File: config.mk
export PLATFORM = sky130hd
export DESIGN_NAME = instrument_state_command_handler
export DESIGN_NICKNAME = d
export VERILOG_FILES = /design/src/logic/state_cmd_pkg.sv /design/src/logic/instrument_state_command_handler.sv
export SDC_FILE = /design/constraint.sdc
export NUM_CORES = 1
export LEC_CHECK = 0
export ABC_AREA = 1
export BUFFER_PORTS_ARGS = -buffer_cell sky130_fd_sc_hd__buf_4
export CORE_MARGIN = 10
export CORE_UTILIZATION = 38
export DETAILED_ROUTE_END_ITERATION = 7
export SLEW_MARGIN = 20
export SYNTH_ARGS = -nofsm -noshare
export SYNTH_HDL_FRONTEND = slang
export SYNTH_SLANG_ARGS = --single-unit
File: constraint.sdc
create_clock -name core_clk -period 3.66 [get_ports core_clk]
set_input_delay 0.366 -clock core_clk [delete_from_list [all_inputs] [get_ports core_clk]]
set_output_delay 0.366 -clock core_clk [all_outputs]
set_load 0.02 [all_outputs]
File: src/logic/state_cmd_pkg.sv
package state_cmd_pkg;

    // decoded commands from the text parser
    typedef enum logic [2:0] {
        CMD_NONE = 3'h0,
        CMD_QUERY_MODE = 3'h1,
        CMD_DRAIN = 3'h2,
        CMD_ENERGIZE = 3'h3,
        CMD_ZERO_CLEAR = 3'h4,
        CMD_FETCH = 3'h5,
        CMD_OTHER = 3'h6
    } cmd_code_t;

    typedef struct packed {
        logic valid;
        logic last;
        cmd_code_t code;
    } cmd_t;

    typedef enum logic [2:0] {
        RPL_CHARGE = 3'h0,
        RPL_DISCHARGE = 3'h1,
        RPL_TEST = 3'h2,
        RPL_CLEAR_START = 3'h3,
        RPL_PASS = 3'h4
    } reply_code_t;

    typedef struct packed {
        logic valid;
        reply_code_t code;
    } reply_t;

    typedef enum logic [2:0] {
        MODE_CHARGING = 3'b001,
        MODE_DISCHARGING = 3'b010,
        MODE_TESTING = 3'b100
    } mode_t;

    typedef enum logic [1:0] {
        ZC_IDLE = 2'b01,
        ZC_BUSY = 2'b10
    } zc_state_t;

    localparam mode_t MODE_RESET = MODE_DISCHARGING;

endpackage

File: src/logic/instrument_state_command_handler.sv
// Functional notes
// - mode query replies exactly one word: charge, discharge or test.
// - drain command from charging or testing moves to discharging.
// - energize command from discharging moves to charging.
// - energize command while charging advances to testing.
// - zero-clear command starts the zero-clearing procedure.
// - zero clearing announces start, then sends pass when done.
// - handler rejects every command while zero clearing runs.
// - fetch-result query is honoured only in testing mode.
`timescale 1ns/100ps
module instrument_state_command_handler (
    input wire logic core_clk, // 40 MHz system clock
    input wire logic srst, // synchronous reset, active high
    input wire state_cmd_pkg::cmd_t cmd_in, // decoded command, valid for one cycle
    input wire logic zero_done, // measurement side finished zero clearing
    output state_cmd_pkg::reply_t reply_out, // reply token, valid for one cycle
    output state_cmd_pkg::mode_t mode_out, // present working mode
    output logic zero_start, // one-cycle start pulse to measurement side
    output logic zero_busy, // zero clearing in progress
    output logic fetch_grant, // one-cycle pulse: fetch query accepted
    output logic cmd_reject, // one-cycle pulse: command refused
    output logic order_error // one-cycle pulse: mode switch not last in string
);
    import state_cmd_pkg::*;

    // command decode, shared by the state groups below
    logic take;
    logic accept;
    logic is_query;
    logic is_drain;
    logic is_energize;
    logic is_zero_clear;
    logic is_fetch;
    logic is_none;
    logic is_switch;
    logic in_testing;

    // zero-clearing group
    zc_state_t zc_q, zc_d;
    logic busy_q, busy_d;
    logic start_q, start_d;
    logic zc_finish;

    // working-mode group
    mode_t mode_q, mode_d;

    // reply group
    reply_t reply_q, reply_d;

    // status-pulse group
    logic fetch_q, fetch_d;
    logic rej_q, rej_d;
    logic ord_q, ord_d;

    // cmd_in comes from the parser on this clock, so no synchroniser
    always_comb begin
        take = cmd_in.valid;
        accept = take && (zc_q == ZC_IDLE);
        is_query = (cmd_in.code == CMD_QUERY_MODE);
        is_drain = (cmd_in.code == CMD_DRAIN);
        is_energize = (cmd_in.code == CMD_ENERGIZE);
        is_zero_clear = (cmd_in.code == CMD_ZERO_CLEAR);
        is_fetch = (cmd_in.code == CMD_FETCH);
        is_none = (cmd_in.code == CMD_NONE);
        is_switch = is_drain || is_energize;
        in_testing = (mode_q == MODE_TESTING);
    end

    // busy is its own flop so the pin never shows a decode glitch
    always_comb begin
        zc_d = zc_q;
        start_d = 1'b0;
        zc_finish = 1'b0;
        case (zc_q)
            ZC_IDLE: begin
                // zero_done while idle is a stray pulse and is ignored
                if (accept && is_zero_clear) begin
                    zc_d = ZC_BUSY;
                    start_d = 1'b1;
                end
            end
            ZC_BUSY: begin
                // a command in the finishing cycle is still refused
                if (zero_done) begin
                    zc_d = ZC_IDLE;
                    zc_finish = 1'b1;
                end
            end
            default: begin
                // illegal code: fall back to idle rather than lock the parser
                zc_d = ZC_IDLE;
            end
        endcase
        busy_d = (zc_d == ZC_BUSY);
    end

    always_ff @(posedge core_clk) begin
        if (srst) begin
            zc_q <= ZC_IDLE;
            busy_q <= 1'b0;
            start_q <= 1'b0;
        end else begin
            zc_q <= zc_d;
            busy_q <= busy_d;
            start_q <= start_d;
        end
    end

    // commands in the lock window never reach here: accept is low while busy
    always_comb begin
        mode_d = mode_q;
        if (accept && is_drain) begin
            // already discharging: silent no-op
            if (mode_q != MODE_DISCHARGING) begin
                mode_d = MODE_DISCHARGING;
            end
        end else if (accept && is_energize) begin
            case (mode_q)
                MODE_DISCHARGING: begin
                    mode_d = MODE_CHARGING;
                end
                MODE_CHARGING: begin
                    mode_d = MODE_TESTING;
                end
                MODE_TESTING: begin
                    // no further step past testing
                    mode_d = MODE_TESTING;
                end
                default: begin
                    mode_d = mode_q;
                end
            endcase
        end
    end

    // mode comes up discharging, the safe state for the output stage
    always_ff @(posedge core_clk) begin
        if (srst) begin
            mode_q <= MODE_RESET;
        end else begin
            mode_q <= mode_d;
        end
    end

    // idle code is a don't-care; receivers look at valid only
    always_comb begin
        reply_d = '{valid: 1'b0, code: RPL_PASS};
        if (zc_finish) begin
            reply_d = '{valid: 1'b1, code: RPL_PASS};
        end
        if (accept && is_query) begin
            reply_d.valid = 1'b1;
            case (mode_q)
                MODE_CHARGING: begin
                    reply_d.code = RPL_CHARGE;
                end
                MODE_TESTING: begin
                    reply_d.code = RPL_TEST;
                end
                default: begin
                    reply_d.code = RPL_DISCHARGE;
                end
            endcase
        end
        if (accept && is_zero_clear) begin
            reply_d = '{valid: 1'b1, code: RPL_CLEAR_START};
        end
    end

    always_ff @(posedge core_clk) begin
        if (srst) begin
            reply_q <= '{valid: 1'b0, code: RPL_PASS};
        end else begin
            reply_q <= reply_d;
        end
    end

    always_comb begin
        fetch_d = 1'b0;
        rej_d = 1'b0;
        ord_d = 1'b0;
        if (take && !accept) begin
            rej_d = 1'b1;
        end
        if (accept) begin
            // a switch that is not last is still obeyed, only flagged
            ord_d = is_switch && !cmd_in.last;
            if (is_fetch) begin
                // fetch outside testing is refused, not queued
                fetch_d = in_testing;
                rej_d = !in_testing;
            end
            if (is_none) begin
                // valid with no command code is a parser fault
                rej_d = 1'b1;
            end
        end
    end

    always_ff @(posedge core_clk) begin
        if (srst) begin
            fetch_q <= 1'b0;
            rej_q <= 1'b0;
            ord_q <= 1'b0;
        end else begin
            fetch_q <= fetch_d;
            rej_q <= rej_d;
            ord_q <= ord_d;
        end
    end

    // every output is a register, no decode on the pins
    assign reply_out = reply_q;
    assign mode_out = mode_q;
    assign zero_start = start_q;
    assign zero_busy = busy_q;
    assign fetch_grant = fetch_q;
    assign cmd_reject = rej_q;
    assign order_error = ord_q;

endmodule // instrument_state_command_handler

# Yosys cells after proc, flatten, opt, wreduce, memory -nomap -nowiden
# Cells that the tools add are included.
[op_classes]
add_sub_neg = 0
n_mul = 0
div = 0
n_lt_le_gt_ge = 0
eq_ne = 13
n_shift = 0
mux = 18
bitwise = 3
n_reduce_logical = 19
[ops]
columns = ["op", "count"]
rows = [
  ["two-way mux 4 bit", 3],
  ["equality test 3 x 2 -> 1 bit (second input constant)", 3],
  ["equality test 3 bit (second input constant)", 3],
  ["two-way mux 3 bit", 3],
  ["one-hot mux 2 bit (2 select lines)", 2],
  ["logical AND 1 bit", 7],
  ["two-way mux 1 bit", 7],
  ["equality test 3 x 1 -> 1 bit (second input constant)", 2],
  ["one-hot mux 3 bit (2 select lines)", 1],
  ["OR reduction 2 bit", 3],
  ["equality test 2 bit (second input constant)", 2],
  ["two-way mux 2 bit", 2],
  ["zero test 1 bit", 3],
  ["zero test 3 bit", 1],
  ["!= test 3 x 2 -> 1 bit (second input constant)", 1],
  ["NOT 1 bit", 3],
  ["AND reduction 3 bit", 1],
  ["nonzero test 3 bit", 1],
  ["OR reduction 3 bit", 1],
  ["equality test 2 x 1 -> 1 bit (second input constant)", 1],
  ["!= test 2 x 1 -> 1 bit (second input constant)", 1],
  ["nonzero test 2 bit", 1],
  ["logical OR 1 bit", 1],
]
[word_totals]
regBits = 14
latch_bits = 0
ramBits = 0
mem_bits_ro = 0
inputBits = 8
out_inout_bits = 12
wordCells = 62
mem_count = 0

# Logic depth before layout (Yosys ltp)
# Gate-level depths: netlist of the first run.
[depth]
word_depth = 8
mapped_depth = 8
mapped_depth_nobuf = 8

# Least setup slack after synthesis of the first run
# OpenSTA, ideal clock, no wires.
[synth_timing]
kind = "register to register"
start = "reg zc_q[0]"
end = "reg mode_q[1], in the netlist mode_out[1]"
setup_time_ns = 0.128
t_arrival_ns = 1.086
t_required_ns = 3.532
path_slack_ns = 2.446
path_stages_with_launch = 7
n_path_buf = 0
synth_period_minus_slack_ns = 1.214
path_cell_list = "dfxtp_1 ha_1 nand2_2 nor3_4 nand3_1 nand3_1 nand3_1"
[synth_via]
elab_chain_len = 5
elab_cells_between_ends = 9
cone_classes = "eq/ne: 2; mux: 1; reduce/logical: 6"
[synth_lines]
columns = ["element", "line", "rtl"]
rows = [
  ["from (decl)", "instrument_state_command_handler.sv:39", "zc_state_t zc_q, zc_d;"],
  ["from (signal assigned)", "instrument_state_command_handler.sv:103", "zc_q <= zc_d;"],
  ["equality test 2 x 1 -> 1 bit (*)", "instrument_state_command_handler.sv:58", "accept = take && (zc_q == ZC_IDLE);"],
  ["logical AND 1 bit (*)", "instrument_state_command_handler.sv:58", ""],
  ["logical AND 1 bit (on tied branches)", "instrument_state_command_handler.sv:112, instrument_state_command_handler.sv:117", ""],
  ["!= test 2 x 1 -> 1 bit (no source line) (tied with other cells)", "--", ""],
  ["AND reduction 3 bit (no source line)", "--", ""],
  ["to (signal assigned)", "instrument_state_command_handler.sv:141", "mode_q <= mode_d;"],
  ["to (decl)", "instrument_state_command_handler.sv:45", "mode_t mode_q, mode_d;"],
]
# Mark *: on every way between the ends. The rest lies on a longest branch, timed or not.
# A chain may end at the register's enable or synchronous reset.

# Worst setup path after layout of the first run
# Same ends and word-level chain as after synthesis.

==> impl_metrics.tcl, run 1 <==
set metrics [dict create \
    grt_max_degree 9 \
    start_util 0.404 \
    timing.rr.end "mode_out[1]" \
    clk_latency_ps 270 \
    cts.clk_slew.worst_paths_ps 80 \
    holdPathStages 2 \
    fin_area_um2 815 \
    nFillCells 157 \
    dieArea_mm2 0.00363 \
    avgSynthCellArea_um2 8.10 \
    fin_setup_tns_ps 0 \
    pwr-share-comb 0.208 \
    grt_pass1_wl_um 2240 \
    die_height_um 60.3 \
    required_ps 3820 \
    reg2reg_from "zc_q[0]" \
    dr.first_iter.drc_count 16 \
    rsz0062_at_grt "false" \
    vias 581 \
    crit_start "zc_q[0]" \
    cts_buffer_depth 2 \
    nNetsFinal 110 \
    synth_area_leaders "dfxtp_1 46%, nand3_1 9.8%, inv_1 6.7%, nand2_1 4.9%, ha_1 4.1%" \
    wl_per_cell_um 12.1 \
    post-route-period-util 0.365 \
    cp_max_fo 5 \
    skew_ps 1.14 \
    ff2ff_setup_slack_ps 2320 \
    cts_sinks 14 \
    via_per_inst 5.05 \
    wl_um 1400 \
    die_x_um 60.3 \
    synth_top_cell_by_area "dfxtp_1" \
    cts_hold_buf 0 \
    setup-violations-final 0 \
    sw_frac_of_total 0.284 \
    cts-root-buf "clkbuf_4" \
    timing.hold.ws_ps 259 \
    p_int_w 0.000251 \
    cts_resized 0 \
    grt.total_usage 0.0812 \
    synth_common_cells "14 x dfxtp_1, 12 x nand3_1, 11 x inv_1" \
    ioPinCount 20 \
    status "complete, no violations" \
    worstSetupPathType "register to register" \
    first_pass_iters 4 \
    numCtsBuffers 3 \
    grt_pass1_vias 509 \
    globalRouteOverflowTotal 0 \
    power_per_cell_area_mw_per_mm2 430 \
    port_buffers 19 \
    post_cts_buffers 0 \
    slew_violations 0 \
    pwr-share-seq 0.478 \
    ys.flop_type "dfxtp_1" \
    cp-start-kind "register" \
    yosysTopAreaCellShare 0.455 \
    cts_tree "yes" \
    yosysUniqueCellTypes 22 \
    clkPwrFrac 0.314 \
    cap_violations 0 \
    ys_warn_count 0 \
    area_delta_synth_final_pct 32.3 \
    regArea_um2 280 \
    slew_headroom 0.794 \
    crit_arrival_ps 1500 \
    fin_ws_ps 2320 \
    timing.final.hold_violations 0 \
    multiInputGateArea_um2 279 \
    power.leakage_nw 0.400 \
    placed_area_um2 778 \
    drive_above_1_share 0.343 \
    yosysMostFrequentCell "dfxtp_1" \
    cts_max_level 1 \
    coreArea_mm2 0.00152 \
    r2r_cells 6 \
    layout_min_cycle_time_ps 1340 \
    ys_ff_latch 14 \
    worstMarginPinSlew_ps 307 \
    syn-instance-count 76 \
    drc 0 \
    async_flop_share 0 \
    pre_cts_slack_ps 2330 \
    fmax_ghz 0.748 \
    fp-row-count 14 \
    peakVddDrop_mv 0.197 \
    syn-num-nets 86 \
    endpoint "mode_out[1]" \
    antenna_cells 0 \
    synth-edff-count 0 \
    p_switching_w 0.0000996 \
    synth_seq_area_share 0.455 \
    gp_congestion 0.805 \
    crit_path_end_kind "register" \
    dp_hpwl_um 1150 \
    drtAntennaViolNets 0 \
    antenna_found_initial 0 \
    hold_path.class "input port to register" \
    synth_area_um2 616 \
]
[how the worst min path moves through the flow]
stage | start | to | slack (ps)
after floorplan | srst | mode_out[2] | 440
after global placement | mode_out[0] | mode_out[0] | 520
after detailed placement | mode_out[0] | mode_out[0] | 520
after CTS | cmd_in[3] | order_error | 250
after global routing | cmd_in[3] | order_error | 240
final | cmd_in[3] | order_error | 260
[cell type report]
type | instances | share of cell area
Inverter | 15 | 0.0691
Sequential cell | 14 | 0.344
Clock buffer | 4 | 0.0445
Timing Repair Buffer | 19 | 0.175
Multi-Input combinational cell | 47 | 0.343
Tap cell | 16 | 0.0246
[flip-flops by register name, summed over array words and instances, names as in the netlist]
| register | cells |
|---|---|
| order_error | 1 |
| zero_start | 1 |
| zero_busy | 1 |
| reply_out | 4 |
| zc_q | 2 |
| mode_out | 3 |
| fetch_grant | 1 |
| cmd_reject | 1 |
[placed cells by master (no fill, tap or decap)]
cell type	instances
nor3_4	1
nand4_1	1
nand4_2	1
nand3b_1	1
buf_4	19
nor2_2	1
clkbuf_8	1
dfxtp_1	14
inv_2	3
inv_1	11
nand3_1	12
nor3b_1	1
nor3_1	2
clkbuf_4	3
a21oi_2	1
clkinv_1	1
o21ai_0	1
a31oi_1	1
a21oi_1	3
nor2_1	4
nand3_2	2
nand2_2	2
nand2_1	8
ha_1	2
o21ai_1	3
[per-layer routing]
layer,up-vias,wire length [um],share of wire,GRT usage
li1,297,-,-,-
met1,260,674,0.48,0.100
met2,22,607,0.44,0.115
met3,2,103,0.074,0.0318
met4,0,10,0.0072,0.0481
met5,-,0,0,0
[metrics by stage]
step	instances	total power (W)	util
after global routing	115	0.000371	0.534
final	115	0.000350	0.534
after CTS	115	0.000353	0.534
after detailed placement	111	0.000245	0.511
after global placement	111	0.000244	0.511
after floorplan	76	0.000219	-
[power groups by stage]
stage / clock network, W / registers (W) / logic, W
after floorplan: 0 / 0.000176 / 0.0000423
after global placement: 0 / 0.000171 / 0.0000731
after detailed placement: 0 / 0.000171 / 0.0000737
after CTS: 0.000112 / 0.000167 / 0.0000739
after global routing: 0.000122 / 0.000169 / 0.0000811
final: 0.000110 / 0.000167 / 0.0000729
[cell families (layout without fill, tap and decap cells)]
kind of cell,Yosys count,after routing,share of synthesized area
compound gates,9,9,0.0813
fa+ha+maj,2,2,0.0406
buf+inv,15,38,0.0915
flops,14,14,0.455
simple gates,36,36,0.331
[worst max-delay path, stage by stage, from the launching register on]
cell	delay, ps
dfxtp_1	380
ha_1	240
nand2_2	100
nor3_4	190
nand3_1	150
nand3_1	100
nand3_1	60
Power figures use the tool's default switching activity.
==> inputs of run 2 (changes only) <==
--- a/config.mk
+++ b/config.mk
@@ -5,11 +5,12 @@
 export SDC_FILE = /design/constraint.sdc
 export NUM_CORES = 1
 export LEC_CHECK = 0
-export ABC_AREA = 1
+export ABC_AREA = 0
 export BUFFER_PORTS_ARGS = -buffer_cell sky130_fd_sc_hd__buf_4
 export CORE_MARGIN = 10
 export CORE_UTILIZATION = 38
 export DETAILED_ROUTE_END_ITERATION = 7
+export PLACE_DENSITY = 0.65
 export SLEW_MARGIN = 20
 export SYNTH_ARGS = -nofsm -noshare
 export SYNTH_HDL_FRONTEND = slang
==> constraint.sdc (replaced) <==
create_clock -name core_clk -period 1.2 [get_ports core_clk]
set_input_delay 0.12 -clock core_clk [delete_from_list [all_inputs] [get_ports core_clk]]
set_output_delay 0.12 -clock core_clk [all_outputs]
set_load 0.02 [all_outputs]
==> run 2 against run 1 <==
The flow now finishes with violations (setup timing). First-iteration DRC count shrank 19%. Hold slack lost 190 ps. Wire length grew 13%. Utilization grew 7.8 points. Largest cell class is now multi-input combinational cells. Highest routed layer is now met3.
==> impl_metrics.tcl, run 2 <==
set metrics [dict create \
    status "finished, violations left" \
    violations "setup timing" \
    first_pass_iters 4 \
    drive_above_1_share 0.441 \
    grt_pass1_wl_um 2360 \
    crit_arrival_ps 1430 \
    cts_sinks 14 \
    ys.flop_type "dfxtp_1" \
    worstMarginPinSlew_ps 239 \
    drtAntennaViolNets 0 \
    fp-row-count 14 \
    synth_area_um2 602 \
    syn-num-nets 77 \
    numCtsBuffers 3 \
    r2r_cells 5 \
    antenna_found_initial 0 \
    antenna_cells 0 \
    layout_min_cycle_time_ps 1250 \
    layout_commonest_cell "buf_4" \
    grt_max_degree 10 \
    cts_max_level 1 \
    slew_violations 0 \
    power.leakage_nw 0.419 \
    via_per_inst 5.21 \
    pwr-share-comb 0.286 \
    layout_common_cells "31 x buf_4, 11 x dfxtp_1, 5 x nand2_1, 5 x nor2_1, 4 x a21oi_1" \
    fin_setup_tns_ps -83.0 \
    fmax_ghz 0.803 \
    gp_congestion 0.763 \
    syn-instance-count 67 \
    synth_seq_area_share 0.466 \
    p_switching_w 0.000332 \
    pwr-share-seq 0.433 \
    wl_um 1570 \
    wl_per_cell_um 13.3 \
    ys_ff_latch 14 \
    required_ps 1390 \
    nFillCells 153 \
    clkPwrFrac 0.281 \
    dieArea_mm2 0.00358 \
    cts-root-buf "clkbuf_4" \
    pre_cts_slack_ps -43.1 \
    ioPinCount 20 \
    grt.total_usage 0.0845 \
    yosysMostFrequentCell "dfxtp_1" \
    synth_area_leaders "dfxtp_1 47%, a21oi_1 4.2%, ha_1 4.2%, o21ai_0 4.2%, inv_1 3.1%" \
    dr.first_iter.drc_count 13 \
    drc 0 \
    start_util 0.400 \
    p_int_w 0.000869 \
    rsz0062_at_grt "true" \
    avgSynthCellArea_um2 8.98 \
    hold_path.class "input port to register" \
    port_buffers 19 \
    ff2ff_setup_slack_ps -50 \
    power_per_cell_area_mw_per_mm2 1300 \
    slew_headroom 0.840 \
    post-route-period-util 1.04 \
    globalRouteOverflowTotal 0 \
    largest_reg_flops 4 \
    skew_ps 9.68 \
    vias 615 \
    die_x_um 59.8 \
    setup-violations-final 2 \
    endpoint "zc_q[0]" \
    peakVddDrop_mv 0.889 \
    worstSetupPathType "register to register" \
    yosysTopAreaCellShare 0.466 \
    nNetsFinal 113 \
    cp-start-kind "register" \
    sw_frac_of_total 0.277 \
    synth_top_cell_by_area "dfxtp_1" \
    async_flop_share 0 \
    cts.clk_slew.worst_paths_ps 90 \
    cap_violations 0 \
    yosysUniqueCellTypes 28 \
    die_height_um 59.8 \
    timing.rr.end "zc_q[0]" \
    cp_max_fo 3 \
    timing.final.hold_violations 0 \
    cts_buffer_depth 2 \
    crit_path_end_kind "register" \
    area_delta_synth_final_pct 53.2 \
    dp_hpwl_um 1210 \
    coreArea_mm2 0.00151 \
    ys_warn_count 0 \
    clk_latency_ps 290 \
    synth-edff-count 0 \
    crit_start "zc_q[0]" \
    cts_tree "yes" \
    grt_pass1_vias 545 \
    fin_ws_ps -45.9 \
    reg2reg_from "zc_q[0]" \
]
run 2: cell types whose count changed after synthesis, sizes merged, moves of 2 or more:
| cell | previous run | this run |
|---|---|---|
| buf | 0 | 2 |
| inv | 14 | 5 |
| nand2 | 10 | 5 |
| nand3 | 14 | 1 |
| nand4b | 0 | 2 |
| nor2b | 0 | 3 |
run 2: how the worst min path moves through the flow:
stage	start	endpoint	slack, ps	cells after the start
2_1_floorplan	cmd_in[3]	order_error	200	1
3_3_place_gp	cmd_in[3]	order_error	280	2
3_5_place_dp	cmd_in[3]	order_error	290	2
4_1_cts	srst	mode_out[0]	60	2
5_1_grt	srst	mode_out[0]	70	2
6_report	srst	mode_out[0]	70	2
run 2: worst max-delay path: stages (launching register included):
cell and delay [ps]:
dfxtp_4 380, inv_2 40, ha_1 280, nor2_1 110, nand2_1 110, a31o_2 230
run 2: metal layers:
layer | track usage | vias up | share of wire | wire, um
li1 | - | 308 | - | -
met4 | 0.0256 | 0 | 0 | 0
met2 | 0.121 | 25 | 0.45 | 713
met5 | 0 | - | 0 | 0
met3 | 0.0572 | 0 | 0.11 | 168
met1 | 0.0989 | 282 | 0.44 | 692
run 2: cell type report:
class	count	area, um^2	area share
tap	16	20.0	0.0217
multi-input combinational	46	307	0.332
sequential	14	287	0.311
timing repair buffer	33	254	0.275
inverter	5	18.8	0.0204
clock buffer	4	36.3	0.0393
run 2: cell families (layout without fill, tap and decap cells):
group | count (synthesis) | count (layout) | synth area share
AOI/OAI and AO/OA | 17 | 17 | 0.175
xor gates and xnor gates | 1 | 1 | 0.0146
adders and majority gates | 2 | 2 | 0.0416
buffers and inverters | 7 | 42 | 0.0520
DFF | 14 | 14 | 0.466
and+or+nand+nor | 26 | 26 | 0.252
run 2: power by group through the flow:
stage,clock (W),combinational [W],sequential (W)
final,0.000338,0.000344,0.000521
after floorplan,0,0.000147,0.000548
after CTS,0.000349,0.000333,0.000520
after global placement,0,0.000313,0.000525
after detailed placement,0,0.000323,0.000526
after global routing,0.000368,0.000367,0.000524
run 2: metrics by stage:
stage | power (W) | util | instance area, um^2 | instances | hold WS [ps]
3_5_place_dp | 0.000849 | 0.570 | 858 | 112 | 291
6_report | 0.00120 | 0.612 | 922 | 118 | 67.9
2_1_floorplan | 0.000695 | - | 622 | 67 | 199
5_1_grt | 0.00126 | 0.612 | 922 | 118 | 67.7
4_1_cts | 0.00120 | 0.610 | 918 | 118 | 55.1
3_3_place_gp | 0.000838 | 0.570 | 858 | 112 | 283
run 2: timing repair:
| item | CTS | global route |
|---|---|---|
| hold endpoints to repair | 1 | 0 |
| gates resized for setup | 3 | 3 |
| setup buffers | 1 | 0 |
| pin swaps | 2 | 0 |
| setup endpoints to repair | 3 | 7 |
| hold buffers | 1 | 0 |
==> inputs of run 3 (changes only) <==
--- a/config.mk
+++ b/config.mk
@@ -10,7 +10,7 @@
 export CORE_MARGIN = 10
 export CORE_UTILIZATION = 38
 export DETAILED_ROUTE_END_ITERATION = 7
-export PLACE_DENSITY = 0.65
+export PLACE_DENSITY = 0.71
 export SLEW_MARGIN = 20
 export SYNTH_ARGS = -nofsm -noshare
 export SYNTH_HDL_FRONTEND = slang
==> run 3 against run 2 <==
Largest cell class unchanged. Register-to-register slack improved by 30 ps. The flow still finishes with violations (setup timing). Highest routed layer is now met4. Clock skew is 9.1 ps lower. Setup slack gained 27 ps. Flip-flop and latch count did not move.
==> impl_metrics.tcl, run 3 (same netlist as run 2, synthesis figures left out) <==
set metrics [dict create \
    status "finished, violations left" \
    violations "setup timing" \
    wl_um 1540 \
    layout_min_cycle_time_ps 1220 \
    nFillCells 138 \
    antenna_cells 0 \
    globalRouteOverflowTotal 0 \
    use_met2 0.129 \
    cts-root-buf "clkbuf_4" \
    worstPathCellList "inv_2, ha_4, and4b_1, a21oi_1, or3_1" \
    vias 583 \
    first_pass_iters 4 \
    dp_hpwl_um 1170 \
    worstSetupPathType "register to register" \
    fp-row-count 14 \
    grt_pass1_wl_um 2410 \
    dr.first_iter.drc_count 12 \
    met1_usage 0.100 \
    clkPwrFrac 0.239 \
    slew_violations 0 \
    cts_tree "yes" \
    power_per_cell_area_mw_per_mm2 1220 \
    ioPinCount 20 \
    fin_ws_ps -18.7 \
    cpMaxStageDelayCell "dfxtp_2" \
    sw_frac_of_total 0.288 \
    port_buffers 19 \
    largest_reg_flops 4 \
    cts_sinks 14 \
    timing.rr.end "mode_out[1]" \
    cp-start-kind "register" \
    placed_area_um2 813 \
    start_util 0.400 \
    grt_pass1_vias 539 \
    drtAntennaViolNets 0 \
    cts.clk_slew.worst_paths_ps 80 \
    pwr-share-seq 0.482 \
    rsz0062_at_grt "true" \
    dp_cells 106 \
    cp_top_family "simple AND/OR/NAND/NOR gates" \
    holdPathStages 2 \
    numCtsBuffers 3 \
    peakVddDrop_mv 0.670 \
    crit_start "zc_q[1]" \
    clk_latency_ps 270 \
    path_buf_inv 1 \
    reg2reg_from "zc_q[1]" \
    die_height_um 59.8 \
    power.leakage_nw 0.391 \
    cap_violations 0 \
    crit_path_end_kind "register" \
    dieArea_mm2 0.00358 \
    coreArea_mm2 0.00151 \
    fin_area_um2 877 \
    timing.hold.ws_ps 90.0 \
    r2r_cells 5 \
    worstMarginPinSlew_ps 233 \
    slew_headroom 0.842 \
    cts_buffer_depth 2 \
    grt_max_degree 10 \
    cp_max_fo 6 \
    required_ps 1360 \
    timing.final.hold_violations 0 \
    die_x_um 59.8 \
    fin_setup_tns_ps -35.0 \
    cts_max_level 1 \
    layout_commonest_cell "buf_4" \
    drc 0 \
    hold_path.class "input port to register" \
    p_int_w 0.000765 \
    grt.total_usage 0.0862 \
    wl_per_cell_um 13.7 \
    antenna_found_initial 0 \
    p_switching_w 0.000309 \
    fmax_ghz 0.821 \
    busiest_layer "met2" \
    crit_arrival_ps 1380 \
    post-route-period-util 1.02 \
    endpoint "mode_out[1]" \
    pwr-share-comb 0.279 \
    area_delta_synth_final_pct 45.7 \
    nNetsFinal 108 \
    gp_congestion 0.757 \
    setup-violations-final 2 \
    via_per_inst 5.21 \
    met3_usage 0.0233 \
    drive_above_1_share 0.417 \
    utilization 0.582 \
    layout_common_cells "27 x buf_4, 11 x dfxtp_1, 5 x nand2_1, 5 x a21oi_1" \
    crit_cells 5 \
    ff2ff_setup_slack_ps -20 \
    final-instance-count-excl-fill 112 \
    max_stage_delay_ps 340 \
    skew_ps 0.558 \
]
-- run 3: area by class of cell --
class,instances,area [um^2],share of cell area
well taps,16,20.0,0.0228
clock buffers,3,22.5,0.0257
flip-flops and latches,14,287,0.327
inverters,5,18.8,0.0214
repair buffers,28,213,0.243
multi-input cells,46,317,0.361
-- run 3: worst register-to-register path: cells and delay by family (launching register included) --
family | cells | cell delay (ps)
simple gates | 2 | 490
flops | 1 | 340
fa+ha+maj | 1 | 150
buf+inv | 1 | 60
compound gates | 1 | 60
-- run 3: repair_timing --
action	CTS	global route
endpoints found under the hold margin	1	0
endpoints found under the setup margin	3	6
hold buffers	1	0
pin swaps	2	0
setup buffers	1	1
resized for setup	2	3
-- run 3: worst min path at each step --
stage | startpoint | endpoint | slack, ps
3_5_place_dp | cmd_in[3] | order_error | 290
5_1_grt | srst | cmd_reject | 110
4_1_cts | srst | mode_out[0] | 70
2_1_floorplan | cmd_in[3] | order_error | 200
6_report | srst | mode_out[0] | 90
3_3_place_gp | cmd_in[3] | order_error | 280
-- run 3: metrics by stage --
stage | setup WS, ps | total power, W
after detailed placement | -62.6 | 0.000790
after global routing | -84.3 | 0.00113
after CTS | -30.4 | 0.00108
after floorplan | -68.4 | 0.000695
final | -18.7 | 0.00107
after global placement | -49.6 | 0.000782
-- run 3: power by group through the flow --
stage	logic (W)	registers, W	clock network [W]
after CTS	0.000288	0.000518	0.000269
after global placement	0.000257	0.000526	0
after floorplan	0.000147	0.000548	0
after detailed placement	0.000264	0.000526	0
final	0.000300	0.000518	0.000256
after global routing	0.000325	0.000521	0.000282
-- run 3: metal layers --
metal	part of all wire	wire length (um)	up-vias
met5	0	0	-
met4	0.0026	4	0
met3	0.080	123	2
met2	0.48	735	20
met1	0.44	675	262
li1	-	-	299
